## config.mk

```make
export PLATFORM = sky130hd
export DESIGN_NAME = channel_mux_flat
export DESIGN_NICKNAME = d
export VERILOG_FILES = /design/src/inc/mux_pkg.sv /design/src/inc/mux_link_if.sv /design/src/core/channel_mux.sv /design/src/flat_wrapper.sv
export SDC_FILE = /design/constraint.sdc
export NUM_CORES = 1
export LEC_CHECK = 0
export BUFFER_PORTS_ARGS = -buffer_cell sky130_fd_sc_hd__buf_2
export CAP_MARGIN = 30
export CORE_ASPECT_RATIO = 0.6
export CORE_MARGIN = 3
export CORE_UTILIZATION = 54
export DETAILED_ROUTE_END_ITERATION = 6
export GPL_ROUTABILITY_DRIVEN = 0
export PLACE_DENSITY = 0.86
export SLEW_MARGIN = 20
export SYNTH_ARGS = -nofsm -noshare
export SYNTH_HDL_FRONTEND = slang
export SYNTH_SLANG_ARGS = --single-unit
```

## constraint.sdc

```tcl
create_clock -name clk -period 6 [get_ports clk]
set_input_delay 0 -clock clk [delete_from_list [all_inputs] [get_ports clk]]
set_output_delay 0 -clock clk [all_outputs]
set_load 0.05 [all_outputs]
```

## src/inc/mux_pkg.sv

```systemverilog
// Shared constants and types for the teletype channel multiplexer link.
// Assumes both ends run on one 40 MHz clock with a synchronous reset.
package mux_pkg;
   // Channel and word geometry
   localparam int CHANNELS = 16;
   localparam int WORD_W = 12;
   localparam int CHAR_W = 8;
   localparam int CHAN_W = 4;
   // Input word status positions
   localparam int BIT_CHAR_READY = 11;
   localparam int BIT_OUT_READY = 10;
   localparam int BIT_CHAR_LOST = 9;
   localparam int BIT_BREAK_IDLE = 8;
   // Select code fields
   localparam int UNIT_HI = 11;
   localparam int UNIT_LO = 6;
   localparam int MASTER_HI = 5;
   localparam int MASTER_LO = 4;
   localparam int GROUP_BIT = 3;
   localparam int CHAN_HI = 2;
   localparam int UNIT_W = 6;
   localparam int MASTER_W = 2;
   // Host interrupt level used by the periodic tick
   localparam int IRQ_LEVEL = 30;
   // Periodic interrupt timing
   localparam longint CLK_HZ = 40000000;
   localparam longint IRQ_PERIOD_MS = 90;
   localparam int IRQ_CYCLES = int'((IRQ_PERIOD_MS * CLK_HZ) / 1000);
   // Values after reset
   localparam logic [WORD_W-1:0] WORD_RESET = 12'h000;
   localparam logic [CHAN_W-1:0] CHAN_RESET = 4'h0;
   // Host scan sequencer states
   typedef enum logic [2:0] {
      H_IDLE, H_SEL, H_SEL_WAIT, H_RD, H_RD_WAIT, H_WR_WAIT, H_NEXT
   } host_state_t;
endpackage

```

## src/inc/mux_link_if.sv

```systemverilog
// Parallel channel between host and multiplexer: select, input, output.
// Assumes both parties share clk; every signal is a registered level.
`timescale 1ns/1ps
`default_nettype none
interface mux_link_if;
   import mux_pkg::*;
   logic irq;
   logic func_ready;
   logic [WORD_W-1:0] func_code;
   logic info_ready;
   logic [WORD_W-1:0] out_word;
   logic out_resume;
   logic in_request;
   logic in_ready;
   logic [WORD_W-1:0] in_word;
   modport device (
      output irq, out_resume, in_ready, in_word,
      input func_ready, func_code, info_ready, out_word, in_request
   );
   modport host (
      input irq, out_resume, in_ready, in_word,
      output func_ready, func_code, info_ready, out_word, in_request
   );
endinterface
`default_nettype wire

```

## src/core/channel_mux.sv

```systemverilog
// Multiplexer end: 16 full-duplex teletype channels behind one select code.
// Assumes units on the user side share clk, so no synchronisers are used.
//
// Notes on behaviour
// - Pulse interrupt level 30 every 90 ms.
// - Every unit has the tick; one enabled.
// - Function select picks this unit and channel.
// - Input word carries status in top bits.
// - Bit 11 flags waiting character, low eight.
// - Bit 10 flags channel ready for output.
// - Host sends output character in low bits.
// - Host polls every channel after each tick.
// - Upper six bits select unit group.
// - Two master bits, group bit, channel bits.
// - Two slave groups of eight per master.
// - Operator sets the sixteen-channel address.
// - Monitor mode reports lost flags as data.
`timescale 1ns/1ps
`default_nettype none
module channel_mux
   import mux_pkg::*;
#(
   parameter int TICK_CYCLES = IRQ_CYCLES
) (
   // Clock and reset
   input wire logic clk,
   input wire logic rst,
   // Host channel
   mux_link_if.device link,
   // Operator settings
   input wire logic tick_source_en,
   input wire logic [UNIT_W-1:0] unit_addr,
   input wire logic [MASTER_W-1:0] master_addr,
   input wire logic monitor_mode,
   // Low speed input units
   input wire logic [CHANNELS-1:0] rx_valid,
   input wire logic [CHANNELS-1:0][CHAR_W-1:0] rx_char,
   input wire logic [CHANNELS-1:0] rx_idle,
   input wire logic [CHANNELS-1:0][CHAR_W-1:0] lost_flags,
   // Low speed output units
   input wire logic [CHANNELS-1:0] tx_ready,
   output logic [CHANNELS-1:0] tx_valid,
   output logic [CHAR_W-1:0] tx_char,
   // Selection state
   output logic selected,
   output logic [CHAN_W-1:0] sel_chan
);

   localparam int TICK_W = $clog2(TICK_CYCLES + 1);
   localparam logic [TICK_W-1:0] TICK_LAST = TICK_W'(TICK_CYCLES - 1);

   logic [TICK_W-1:0] tick_reg;
   logic resume_reg;
   logic in_ready_reg;
   logic [WORD_W-1:0] in_word_reg;
   logic selected_reg;
   logic [CHAN_W-1:0] chan_reg;
   logic [CHANNELS-1:0] tx_valid_reg;
   logic [CHAR_W-1:0] tx_char_reg;
   logic irq_reg;
   logic [CHANNELS-1:0] full_reg;
   logic [CHANNELS-1:0] lost_reg;
   logic [CHAR_W-1:0] char_reg [CHANNELS];
   logic addressed;
   logic take_func;
   logic take_in;
   logic take_out;
   logic [WORD_W-1:0] word_next;

   // Link and user outputs come straight from flops
   assign link.irq = irq_reg;
   assign link.out_resume = resume_reg;
   assign link.in_ready = in_ready_reg;
   assign link.in_word = in_word_reg;
   assign tx_valid = tx_valid_reg;
   assign tx_char = tx_char_reg;
   assign selected = selected_reg;
   assign sel_chan = chan_reg;

   // Unit group and master match; group bit and channel bits are kept
   // whole, so both slave groups of eight answer under one master
   assign addressed = (link.func_code[UNIT_HI:UNIT_LO] == unit_addr) &&
      (link.func_code[MASTER_HI:MASTER_LO] == master_addr);

   // A request is taken once; the resume pulse blocks a second take while
   // the host is still dropping its ready line
   assign take_func = link.func_ready && !resume_reg;
   assign take_in = link.in_request && !in_ready_reg && selected_reg;
   assign take_out = link.info_ready && !link.func_ready && !resume_reg &&
      selected_reg;

   // Input word assembly for the selected channel
   always_comb begin
      word_next = WORD_RESET;
      word_next[BIT_OUT_READY] = tx_ready[chan_reg];
      word_next[BIT_BREAK_IDLE] = rx_idle[chan_reg];
      if (monitor_mode) begin
         // Monitor slave: lost flags of eight receive circuits as data
         word_next[CHAR_W-1:0] = lost_flags[chan_reg];
         word_next[BIT_CHAR_READY] = |lost_flags[chan_reg];
      end else begin
         word_next[BIT_CHAR_READY] = full_reg[chan_reg];
         word_next[BIT_CHAR_LOST] = lost_reg[chan_reg];
         word_next[CHAR_W-1:0] = char_reg[chan_reg];
      end
   end

   // Periodic tick; only the unit with the source enabled drives it
   always_ff @(posedge clk) begin
      if (rst) begin
         tick_reg <= '0;
         irq_reg <= 1'b0;
      end else if (tick_reg == TICK_LAST) begin
         tick_reg <= '0;
         irq_reg <= tick_source_en;
      end else begin
         tick_reg <= tick_reg + 1'b1;
         irq_reg <= 1'b0;
      end
   end

   // Function select: latch selection and channel, answer with resume
   always_ff @(posedge clk) begin
      if (rst) begin
         selected_reg <= 1'b0;
         chan_reg <= CHAN_RESET;
      end else if (take_func) begin
         selected_reg <= addressed;
         chan_reg <= {link.func_code[GROUP_BIT],
            link.func_code[CHAN_HI:0]};
      end
   end

   // Resume answers a select to us or an output word while selected
   always_ff @(posedge clk) begin
      if (rst) begin
         resume_reg <= 1'b0;
      end else if (resume_reg) begin
         resume_reg <= 1'b0;
      end else if (link.func_ready) begin
         resume_reg <= addressed;
      end else begin
         resume_reg <= take_out;
      end
   end

   // Input request: one word per request, status on top
   always_ff @(posedge clk) begin
      if (rst) begin
         in_ready_reg <= 1'b0;
         in_word_reg <= WORD_RESET;
      end else if (take_in) begin
         in_ready_reg <= 1'b1;
         in_word_reg <= word_next;
      end else begin
         in_ready_reg <= 1'b0;
      end
   end

   // Output word: low eight bits go to the unit if it can take them;
   // a word to a busy unit is resumed but dropped, so the host never hangs
   always_ff @(posedge clk) begin
      if (rst) begin
         tx_valid_reg <= '0;
         tx_char_reg <= '0;
      end else begin
         tx_valid_reg <= '0;
         if (take_out && tx_ready[chan_reg]) begin
            tx_valid_reg[chan_reg] <= 1'b1;
            tx_char_reg <= link.out_word[CHAR_W-1:0];
         end
      end
   end

   // Per-channel receive holding; a new character wins over a read clear
   for (genvar i = 0; i < CHANNELS; i++) begin : g_rx
      logic read_hit;
      assign read_hit = take_in && !monitor_mode &&
         (chan_reg == CHAN_W'(i));
      always_ff @(posedge clk) begin
         if (rst) begin
            full_reg[i] <= 1'b0;
            lost_reg[i] <= 1'b0;
            char_reg[i] <= '0;
         end else begin
            if (rx_valid[i]) begin
               full_reg[i] <= 1'b1;
               char_reg[i] <= rx_char[i];
            end else if (read_hit) begin
               full_reg[i] <= 1'b0;
            end
            // Overrun: character arrived over one never read
            if (rx_valid[i] && full_reg[i] && !read_hit) begin
               lost_reg[i] <= 1'b1;
            end else if (read_hit) begin
               lost_reg[i] <= 1'b0;
            end
         end
      end
   end

endmodule
`default_nettype wire

```

## src/flat_wrapper.sv

```systemverilog
// flat-port wrapper written by rule: the top's interface ports become plain ports
module channel_mux_flat import mux_pkg::*;
#(
   parameter int TICK_CYCLES = IRQ_CYCLES
)
  (clk, rst, tick_source_en, unit_addr, master_addr, monitor_mode, rx_valid, rx_char, rx_idle, lost_flags, tx_ready, tx_valid, tx_char, selected, sel_chan, link_irq, link_out_resume, link_in_ready, link_in_word, link_func_ready, link_func_code, link_info_ready, link_out_word, link_in_request);
  mux_link_if link_i ();
  input wire logic clk;
  input wire logic rst;
  input wire logic tick_source_en;
  input wire logic [UNIT_W-1:0] unit_addr;
  input wire logic [MASTER_W-1:0] master_addr;
  input wire logic monitor_mode;
  input wire logic [CHANNELS-1:0] rx_valid;
  input wire logic [CHANNELS-1:0][CHAR_W-1:0] rx_char;
  input wire logic [CHANNELS-1:0] rx_idle;
  input wire logic [CHANNELS-1:0][CHAR_W-1:0] lost_flags;
  input wire logic [CHANNELS-1:0] tx_ready;
  output logic [CHANNELS-1:0] tx_valid;
  output logic [CHAR_W-1:0] tx_char;
  output logic selected;
  output logic [CHAN_W-1:0] sel_chan;
  output wire logic [$bits(link_i.irq)-1:0] link_irq;
  output wire logic [$bits(link_i.out_resume)-1:0] link_out_resume;
  output wire logic [$bits(link_i.in_ready)-1:0] link_in_ready;
  output wire logic [$bits(link_i.in_word)-1:0] link_in_word;
  input wire logic [$bits(link_i.func_ready)-1:0] link_func_ready;
  input wire logic [$bits(link_i.func_code)-1:0] link_func_code;
  input wire logic [$bits(link_i.info_ready)-1:0] link_info_ready;
  input wire logic [$bits(link_i.out_word)-1:0] link_out_word;
  input wire logic [$bits(link_i.in_request)-1:0] link_in_request;
  assign link_irq = link_i.irq;
  assign link_out_resume = link_i.out_resume;
  assign link_in_ready = link_i.in_ready;
  assign link_in_word = link_i.in_word;
  assign link_i.func_ready = link_func_ready;
  assign link_i.func_code = link_func_code;
  assign link_i.info_ready = link_info_ready;
  assign link_i.out_word = link_out_word;
  assign link_i.in_request = link_in_request;
  channel_mux #(.TICK_CYCLES(TICK_CYCLES)) u_core (.clk(clk), .rst(rst), .link(link_i), .tick_source_en(tick_source_en), .unit_addr(unit_addr), .master_addr(master_addr), .monitor_mode(monitor_mode), .rx_valid(rx_valid), .rx_char(rx_char), .rx_idle(rx_idle), .lost_flags(lost_flags), .tx_ready(tx_ready), .tx_valid(tx_valid), .tx_char(tx_char), .selected(selected), .sel_chan(sel_chan));
endmodule
```

==> impl_metrics.tcl, run 1 <==
set metrics [dict create \
    outcome "finished clean" \
    worstReg2RegStart "u_core.sel_chan[1]$_SDFFE_PP0P_" \
    totalPowerFinal_mw 3.71 \
    slew_violations 0 \
    die_width_microns 190 \
    power_per_cell_area_nw_per_um2 242 \
    multi_input_comb_area_sq_um 4840 \
    timing.critical_path.arrival_ps 3150 \
    timing.reg2reg.setup_slack_ps 3200 \
    cts.root.buffer_cell "clkbuf_16" \
    cts_tree "done" \
    setup.worst_path.end "u_core.tx_char[6]$_SDFFE_PP0P_" \
    drt_wl_total_mm 40.9 \
    fillerInstances 1139 \
    ys_warn_count 0 \
    dr_total_vias 9828 \
    yosysSeqAreaShare_pct 53.6 \
    wire_per_inst_microns 24.7 \
    drt_first_iter_violations 996 \
    final_area_sq_um 15400 \
    dr.pass1.iters 5 \
    port-buffer-count 382 \
    report.final.setup_viol 0 \
    power.share.switching_pct 24.7 \
    largest_reg_flops 128 \
    area_delta_synth_final_pct 40.0 \
    worst_pin_slew_ps 1040 \
    die_area_sq_um 22100 \
    crit_path_class "reg -> reg" \
    antenna_violating_nets_post_route 0 \
    synth.area.top_cells "edfxtp_1, mux4_2, dfxtp_1, and2_1, nor2_1" \
    netlist_area_sq_um 11000 \
    critical_path.slowest_cell "mux4_2" \
    grt_max_degree 91 \
    clockBufferDepth 3 \
    hold_violations 0 \
    grt_pass1_wl_mm 59.4 \
    totalNegativeSetupSlack_ps 0 \
    sequentialPowerShare_pct 49.0 \
    max_stage_delay_ps 590 \
    cts.sinks 230 \
    regToRegEndpoint "u_core.tx_char[6]$_SDFFE_PP0P_" \
    synthFlopType "edfxtp_1" \
    path_cells "buf_4 -> mux4_2 -> mux4_2 -> nand2_4 -> mux2i_1 -> nor2_1" \
    overflow 0 \
    cp_data_required_time_ps 6350 \
    initial_utilization_pct 56.4 \
    seqCellArea_sq_um 5890 \
    cts.reportedPaths.clkPinSlew_ps 70 \
    vias_per_cell 5.94 \
    core-area_sq_um 19500 \
    insertion_delay_ps 510 \
    yosys_register_bits 230 \
    syn-num-nets 1186 \
    combinationalPowerShare_pct 15.3 \
    cts_inserted_buffers 21 \
    unrepaired_setup_endpoints_after_global_routing "no" \
    timing.fmax_mhz 358 \
    antenna_violations_before_repair 4 \
    clock-skew-final_ps 17.1 \
    intPower_mw 2.80 \
    rows 39 \
    dpl.hpwl_mm 26.3 \
    worst_r2r_path_depth 6 \
    vdd_drop_max_mv 0.167 \
    total_leakage_power_nw 6.39 \
    ys_async_sr_fraction_pct 0 \
    die_h_microns 116 \
    layout_commonest_cell "buf_2" \
    finalCriticalPeriod_ps 2800 \
    postCtsSetupBuffers 0 \
    fraction_of_final_layout_cells_sized_beyond_drive_strength_1_pct 39.0 \
    finalCritPeriodShare_pct 46.6 \
    proportion_of_power_drawn_by_the_clock_network_pct 35.7 \
    cp-end-kind "register" \
    total_switching_power_mw 0.916 \
    io_pins 387 \
    synth_cell_type_count 45 \
    edff_count_synth 128 \
    number_of_global_route_vias_before_repair 9770 \
    total_routing_usage_gr_pct 36.2 \
    worst_slew_margin_rel_pct 30.7 \
    synth_cells 842 \
    finish.net_count 1715 \
    critical_path_peak_fanout 45 \
    timing.hold.worst.class "in -> reg" \
    startpoint "u_core.sel_chan[1]$_SDFFE_PP0P_" \
    syn_area_cell_sq_um 13.0 \
    synth.top_cell.area_share_pct 35.0 \
    detailed_place.area_sq_um 13000 \
    layout.cells.most_common_list "buf_2, dlygate4sd3_1, and2_1" \
    critPathMostFrequentCell "mux4_2" \
    startpoint_type "register" \
    max_cap_viol_count 0 \
    htreeDepth 1 \
    post-route-drc-count 0 \
    synth_top_cell_by_area "edfxtp_1" \
]
[cell type report]
class                      count  share of cell area (%)
antenna                        2                  0.0326
clock buffer                  30                    4.01
clock inverter                 8                   0.326
inverter                       5                   0.122
multi-input combinational    560                    31.5
sequential                   230                    38.3
tap                          266                    2.17
timing repair buffer         553                    23.5
[worst max-delay path, delay by kind of cell (launching register included)]
| family | cells | cell delay, ps |
|---|---|---|
| buf+inv | 1 | 570 |
| flops | 1 | 550 |
| mux | 3 | 1230 |
| simple gates | 2 | 260 |
[timing repair]
item                                   CTS  global route
hold buffers                           162             0
endpoints found under the hold margin  201             0
resized for setup                        0             0
[routing by layer]
metal / share of wire, % / vias to the layer above / track usage (%)
li1: - / 4182 / -
met1: 37 / 4752 / 47.6
met2: 46 / 732 / 58.8
met3: 11 / 156 / 8.82
met4: 4.8 / 6 / 15.2
met5: 0.098 / - / 0
[worst min path at each step]
stage,end,start,slack (ps),cells after the start
final,u_core.tx_valid[4]$_SDFF_PP0_,link_info_ready,30,4
after global routing,u_core.selected$_SDFFE_PP0P_,unit_addr[0],40,5
after CTS,u_core.selected$_SDFFE_PP0P_,master_addr[1],20,5
after detailed placement,u_core.tx_char[4]$_SDFFE_PP0P_,link_out_word[4],240,3
after global placement,u_core.tx_char[2]$_SDFFE_PP0P_,link_out_word[2],230,3
after floorplan,u_core.full_reg[0]$_SDFFE_PP0P_,rx_valid[0],120,2
[cell usage after synthesis (7+ instances only)]
library cell / n
and2_1: 130
edfxtp_1: 128
dfxtp_1: 102
mux4_2: 91
nor2_1: 74
a21oi_1: 49
nand2_1: 44
clkbuf_1: 26
nor2b_1: 19
xor2_1: 19
mux2i_1: 17
a211oi_1: 16
or2_2: 16
a22oi_1: 13
nand3_1: 13
buf_2: 10
o21ai_0: 8
xnor2_1: 8
nor4_1: 7
[cell families (layout without fill, tap and decap cells)]
group	after synthesis	after routing	share of synthesized area, %
simple gates	331	331	16.4
flops	230	230	53.6
mux	109	109	20.3
compound gates	92	92	5.02
buf+inv	52	596	2.30
xor+xnor	27	27	2.16
fa+ha+maj	1	1	0.114
other cells	0	2	0
[per-stage QoR]
step / std cells / hold WS (ps) / setup WS (ps) / utilization, %
2_1_floorplan: 842 / 117 / 3540 / -
3_3_place_gp: 1450 / 229 / 3190 / 67.0
3_5_place_dp: 1450 / 242 / 3140 / 67.0
4_1_cts: 1650 / 16.2 / 3130 / 78.7
5_1_grt: 1653 / 43.2 / 3070 / 78.9
6_report: 1654 / 34.8 / 3200 / 78.9
[power groups by stage]
stage	registers (mW)	logic [mW]	clock network [mW]
CTS	1.82	0.534	1.32
global route	1.83	0.597	1.39
finish	1.82	0.567	1.33
global placement	1.84	0.439	0
detailed placement	1.85	0.450	0
floorplan	1.82	0.269	0
(Power assumes the default switching activity.)
==> run 2: changes to the inputs <==
--- a/config.mk
+++ b/config.mk
@@ -5,14 +5,15 @@
 export SDC_FILE = /design/constraint.sdc
 export NUM_CORES = 1
 export LEC_CHECK = 0
+export ABC_AREA = 1
 export BUFFER_PORTS_ARGS = -buffer_cell sky130_fd_sc_hd__buf_2
 export CAP_MARGIN = 30
 export CORE_ASPECT_RATIO = 0.6
 export CORE_MARGIN = 3
-export CORE_UTILIZATION = 54
+export CORE_UTILIZATION = 52
 export DETAILED_ROUTE_END_ITERATION = 6
 export GPL_ROUTABILITY_DRIVEN = 0
-export PLACE_DENSITY = 0.86
+export PLACE_DENSITY = 0.81
 export SLEW_MARGIN = 20
 export SYNTH_ARGS = -nofsm -noshare
 export SYNTH_HDL_FRONTEND = slang
==> constraint.sdc (replaced) <==
create_clock -name clk -period 2.7 [get_ports clk]
set_input_delay 0 -clock clk [delete_from_list [all_inputs] [get_ports clk]]
set_output_delay 0 -clock clk [all_outputs]
set_load 0.05 [all_outputs]
==> run 2 against run 1 <==
  * Total power is 130% higher
  * Combinational power grew to 2.9 times the previous value
  * Clock skew is 2.5 ps lower
  * Highest routed layer is now met4
==> impl_metrics.tcl, run 2 <==
set metrics [dict create \
    fillerInstances 1629 \
    layout_commonest_cell "nand2_1" \
    overflow 0 \
    fraction_of_final_layout_cells_sized_beyond_drive_strength_1_pct 22.0 \
    total_leakage_power_nw 8.17 \
    worst_slew_margin_rel_pct 45.5 \
    total_routing_usage_gr_pct 34.3 \
    edff_count_synth 128 \
    synth_most_common_cell "nand2_1" \
    cts.sinks 230 \
    ys_warn_count 0 \
    hold_violations 0 \
    layout.cells.most_common_list "nand2_1, buf_2, nor2_1" \
    port-buffer-count 382 \
    path_cells "dlygate4sd3_1 -> buf_2 -> xnor2_1 -> dlygate4sd3_1 -> nand3_1 -> dlygate4sd3_1 -> nor2_1 -> nand3_1 -> dlygate4sd3_1 -> a211oi_2" \
    post_synth_most_frequent_cells "nand2_1, nor2_1, inv_1, edfxtp_1, nand3_1" \
    timing.hold.worst.class "in -> reg" \
    min_from "link_func_code[1]" \
    timing.reg2reg.setup_slack_ps 260 \
    regToRegEndpoint "u_core.link.in_word[8]$_SDFFE_PP0N_" \
    worstHoldPathCells 3 \
    max_stage_delay_ps 580 \
    synth_cells 1656 \
    insertion_delay_ps 510 \
    synth.area.top_cells "edfxtp_1, dfxtp_1, nand2_1, nor2_1, inv_1" \
    cts.root.buffer_cell "clkbuf_16" \
    cts_inserted_buffers 21 \
    area_delta_synth_final_pct 38.5 \
    report.final.setup_viol 0 \
    totalPowerFinal_mw 8.60 \
    core-area_sq_um 22400 \
    timing.fmax_mhz 399 \
    postCtsSetupBuffers 0 \
    synthFlopType "edfxtp_1" \
    synth_top_cell_by_area "edfxtp_1" \
    cp_data_required_time_ps 3130 \
    grt_pass1_wl_mm 67.7 \
    crit_path_class "in -> reg" \
    finish.net_count 2535 \
    die_width_microns 203 \
    dpl.hpwl_mm 30.7 \
    unrepaired_setup_endpoints_after_global_routing "no" \
    initial_utilization_pct 53.8 \
    startpoint_type "input port" \
    critical_path.slowest_cell "dlygate4sd3_1" \
    drt_wl_total_mm 44.7 \
    min_delay_worst_endpoint "u_core.sel_chan[1]$_SDFFE_PP0P_" \
    ys_async_sr_fraction_pct 0 \
    critPathMostFrequentCell "dlygate4sd3_1" \
    worst_pin_slew_ps 818 \
    die_h_microns 124 \
    finalHoldWorstSlack_ps 21.5 \
    timing.critical_path.arrival_ps 2940 \
    finalCriticalPeriod_ps 2510 \
    clockBufferDepth 3 \
    number_of_global_route_vias_before_repair 12700 \
    yosysSeqAreaShare_pct 48.8 \
    grt_max_degree 78 \
    dr_total_vias 13500 \
    yosys_register_bits 230 \
    clock-skew-final_ps 14.6 \
    totalNegativeSetupSlack_ps 0 \
    die_area_sq_um 25100 \
    vdd_drop_max_mv 0.471 \
    max_cap_viol_count 0 \
    post-route-drc-count 0 \
    syn_area_cell_sq_um 7.29 \
    syn-num-nets 2000 \
    htreeDepth 1 \
    antenna_violating_nets_post_route 0 \
    io_pins 387 \
    drt_first_iter_violations 1554 \
    cp-end-kind "register" \
    cts.reportedPaths.clkPinSlew_ps 70 \
    cts_tree "done" \
    slew_violations 0 \
    netlist_area_sq_um 12100 \
    power_per_cell_area_nw_per_um2 514 \
    vias_per_cell 5.36 \
    worstReg2RegStart "u_core.sel_chan[1]$_SDFFE_PP0P_" \
    largest_reg_flops 128 \
    wire_per_inst_microns 17.7 \
    dr.pass1.iters 6 \
    outcome "finished clean" \
    finalCritPeriodShare_pct 92.8 \
    rows 42 \
    antenna_violations_before_repair 3 \
    synth_cell_type_count 38 \
    worst_r2r_path_depth 8 \
    synth.top_cell.area_share_pct 31.8 \
    critical_path_peak_fanout 2 \
]
==> run 2: critical path: cells and delay by family <==
family	cells	cell delay, ps
buf+inv	5	2360
simple gates	3	300
compound gates	1	160
xor+xnor	1	110
==> run 2: metrics by stage <==
step	cells	cell area [sq um]	util, %	setup WS, ps
floorplan	1656	12100	-	632
global placement	2299	14300	63.6	575
detailed placement	2299	14300	63.6	453
CTS	2514	16700	74.4	244
global route	2517	16700	74.5	53.2
finish	2519	16700	74.5	195
==> run 2: timing repair <==
item	in CTS	in global routing
hold endpoints to repair	196	0
hold buffers	177	0
gates resized for setup	0	1
setup endpoints to repair	0	1
==> run 2: worst max-delay path by stage <==
stage | from | depth (start not counted) | endpoint | slack (ps)
2_1_floorplan | u_core.sel_chan[1]$_SDFFE_PP0P_ | 11 | u_core.tx_valid[10]$_SDFF_PP0_ | 630
3_3_place_gp | u_core.sel_chan[1]$_SDFFE_PP0P_ | 10 | u_core.tx_valid[2]$_SDFF_PP0_ | 580
3_5_place_dp | u_core.sel_chan[1]$_SDFFE_PP0P_ | 10 | u_core.tx_valid[3]$_SDFF_PP0_ | 450
4_1_cts | link_func_code[5] | 10 | u_core.link.out_resume$_SDFF_PP0_ | 240
5_1_grt | link_func_code[5] | 10 | u_core.link.out_resume$_SDFF_PP0_ | 50
6_report | link_func_code[5] | 10 | u_core.link.out_resume$_SDFF_PP0_ | 190
==> run 2: cells by family after synthesis <==
group           count (synthesis)  synth area share (%)
compound gates                175                  8.43
xor+xnor                        7                 0.508
fa+ha+maj                       1                 0.104
simple gates                  948                  32.7
buf+inv                       295                  9.50
flops                         230                  48.8
==> run 2: where the power goes <==
part	switching, mW	internal, mW
registers	0.0911	3.93
clock network	1.32	1.63
logic	0.957	0.678
total	2.36	6.23
==> run 2: area by class of cell <==
cell class / instances / area (sq um) / area share [%]
Sequential cell: 230 / 5890 / 35.2
Timing Repair Buffer: 582 / 3880 / 23.2
Clock buffer: 25 / 541 / 3.23
Antenna cell: 5 / 12.5 / 0.0749
Inverter: 225 / 845 / 5.05
Clock inverter: 13 / 116 / 0.696
Tap cell: 308 / 385 / 2.31
Multi-Input combinational cell: 1131 / 5050 / 30.2
==> run 2: layer usage <==
| metal | routed length [microns] | vias up | share of wire (%) | GRT usage, % |
|---|---|---|---|---|
| li1 | - | 6310 | - | - |
| met1 | 18100 | 6251 | 41 | 47.8 |
| met2 | 20300 | 848 | 45 | 55.5 |
| met3 | 5100 | 93 | 11 | 7.08 |
| met4 | 1170 | 0 | 2.6 | 8.73 |
| met5 | 0 | - | 0 | 0 |
==> run 3: changes to the inputs <==
--- a/config.mk
+++ b/config.mk
@@ -13,7 +13,7 @@
 export CORE_UTILIZATION = 52
 export DETAILED_ROUTE_END_ITERATION = 6
 export GPL_ROUTABILITY_DRIVEN = 0
-export PLACE_DENSITY = 0.81
+export PLACE_DENSITY = 0.84
 export SLEW_MARGIN = 20
 export SYNTH_ARGS = -nofsm -noshare
 export SYNTH_HDL_FRONTEND = slang
==> run 3 against run 2 <==
  * Fmax down 1.6%
  * Combinational power is essentially flat
  * Critical path depth shrank 1
  * Global-route usage is 0.47 points higher
  * Final area is 0.20% lower
  * Via count grew 1.4%
  * Critical path type is now reg -> reg
  * Highest routed layer is now met5
==> impl_metrics.tcl, run 3 (synthesis gave the netlist of run 2 again) <==
set metrics [dict create \
    die_width_microns 203 \
    worstHoldPathCells 7 \
    dpl.hpwl_mm 30.9 \
    timing.fmax_mhz 393 \
    report.final.setup_viol 0 \
    number_of_global_route_vias_before_repair 12900 \
    min_from "tx_ready[5]" \
    layout.cells.most_common_list "nand2_1, buf_2, nor2_1" \
    worstReg2RegStart "u_core.sel_chan[1]$_SDFFE_PP0P_" \
    wire_per_inst_microns 18.3 \
    outcome "finished clean" \
    totalNegativeSetupSlack_ps 0 \
    cp_data_required_time_ps 3150 \
    fillerInstances 1699 \
    finalCriticalPeriod_ps 2540 \
    cts.root.buffer_cell "clkbuf_16" \
    critical_path_peak_fanout 25 \
    worst_r2r_path_depth 9 \
    fraction_of_final_layout_cells_sized_beyond_drive_strength_1_pct 22.1 \
    cts_inserted_buffers 22 \
    drt_first_iter_violations 1679 \
    cts.sinks 230 \
    grt_max_degree 52 \
    crit_path_class "reg -> reg" \
    io_pins 387 \
    detailed_place.area_sq_um 14200 \
    dr_total_vias 13700 \
    finish.net_count 2532 \
    postCtsSetupBuffers 0 \
    vdd_drop_max_mv 0.517 \
    insertion_delay_ps 510 \
    worst_pin_slew_ps 804 \
    antenna_violations_before_repair 2 \
    regToRegEndpoint "u_core.link.in_word[8]$_SDFFE_PP0N_" \
    total_leakage_power_nw 8.16 \
    final_area_sq_um 16700 \
    clock-skew-final_ps 17.5 \
    hold_violations 0 \
    timing.hold.worst.class "in -> reg" \
    post-route-drc-count 0 \
    initial_utilization_pct 53.8 \
    unrepaired_setup_endpoints_after_global_routing "no" \
    drt_wl_total_mm 46.0 \
    cp-end-kind "register" \
    slew_violations 0 \
    grt_pass1_wl_mm 68.5 \
    power_per_cell_area_nw_per_um2 521 \
    max_cap_viol_count 0 \
    min_delay_worst_endpoint "u_core.link.in_word[10]$_SDFFE_PP0N_" \
    clockBufferDepth 3 \
    die_area_sq_um 25100 \
    rows 42 \
    core-area_sq_um 22400 \
    vias_per_cell 5.45 \
    dr.pass1.iters 7 \
    finalCritPeriodShare_pct 94.2 \
    startpoint_type "register" \
    timing.reg2reg.setup_slack_ps 160 \
    largest_reg_flops 128 \
    cts_tree "done" \
    port-buffer-count 382 \
    overflow 0 \
    antenna_violating_nets_post_route 0 \
    area_delta_synth_final_pct 38.2 \
    layout_commonest_cell "nand2_1" \
    die_h_microns 124 \
    cts.reportedPaths.clkPinSlew_ps 60 \
    timing.critical_path.arrival_ps 2990 \
    place_worst_setup_slack_ps 480 \
    layout_setup_ws_ps 155 \
    htreeDepth 1 \
    worst_slew_margin_rel_pct 46.3 \
    total_routing_usage_gr_pct 34.8 \
]
## run 3: final cells by class
class / count / area (sq um) / area share [%]
diodes: 2 / 5.00 / 0.0300
clock buffers: 32 / 629 / 3.77
clock inverters: 7 / 62.6 / 0.375
inverters: 225 / 847 / 5.08
multi-input cells: 1131 / 5040 / 30.2
flip-flops and latches: 230 / 5890 / 35.3
well taps: 308 / 385 / 2.31
repair buffers: 578 / 3820 / 22.9
## run 3: where the power goes
| group | leakage [nW] | internal [mW] | total (mW) | switching, mW |
|---|---|---|---|---|
| Combinational | 5.62 | 0.664 | 1.62 | 0.956 |
| Sequential | 2.21 | 3.93 | 4.03 | 0.104 |
| Clock | 0.330 | 1.72 | 3.04 | 1.33 |
## run 3: critical path, cell delays in order (launching register included)
cell           delay (ps)
dfxtp_1               440
inv_1                 140
nor2_2                140
buf_6                 250
a22oi_1                90
dlygate4sd3_1         570
nand2_1                60
a21oi_1                70
a41oi_1               150
dlygate4sd3_1         560
## run 3: metal layers
metal,global-route usage [%],share of wire [%]
met3,8.38,12
met1,45.7,39
met5,0,0.028
met2,57.9,46
met4,10.5,3.0
## run 3: worst max-delay path by stage
stage	from	to	slack [ps]	depth (start not counted)
after detailed placement	u_core.sel_chan[0]$_SDFFE_PP0P_	u_core.tx_valid[2]$_SDFF_PP0_	480	10
after global routing	u_core.sel_chan[1]$_SDFFE_PP0P_	u_core.link.in_word[8]$_SDFFE_PP0N_	30	9
after CTS	u_core.sel_chan[0]$_SDFFE_PP0P_	u_core.link.in_word[8]$_SDFFE_PP0N_	20	8
after global placement	u_core.sel_chan[0]$_SDFFE_PP0P_	u_core.tx_valid[0]$_SDFF_PP0_	570	10
after floorplan	u_core.sel_chan[1]$_SDFFE_PP0P_	u_core.tx_valid[10]$_SDFF_PP0_	630	11
final	u_core.sel_chan[1]$_SDFFE_PP0P_	u_core.link.in_word[8]$_SDFFE_PP0N_	160	9
## run 3: what timing repair did
item | 4_1_cts | 5_1_grt
hold endpoints to repair | 214 | 0
endpoints found under the setup margin | 0 | 1
gates resized for setup | 0 | 4
hold buffers | 173 | 0
## run 3: stage by stage
step | power [mW] | hold slack, ps | utilization [%] | instances
6_report | 8.69 | 21.3 | 74.3 | 2513
3_5_place_dp | 5.44 | 251 | 63.5 | 2299
2_1_floorplan | 4.86 | 128 | - | 1656
4_1_cts | 8.60 | 12.3 | 74.3 | 2511
3_3_place_gp | 5.40 | 235 | 63.5 | 2299
5_1_grt | 8.98 | 51.5 | 74.3 | 2512
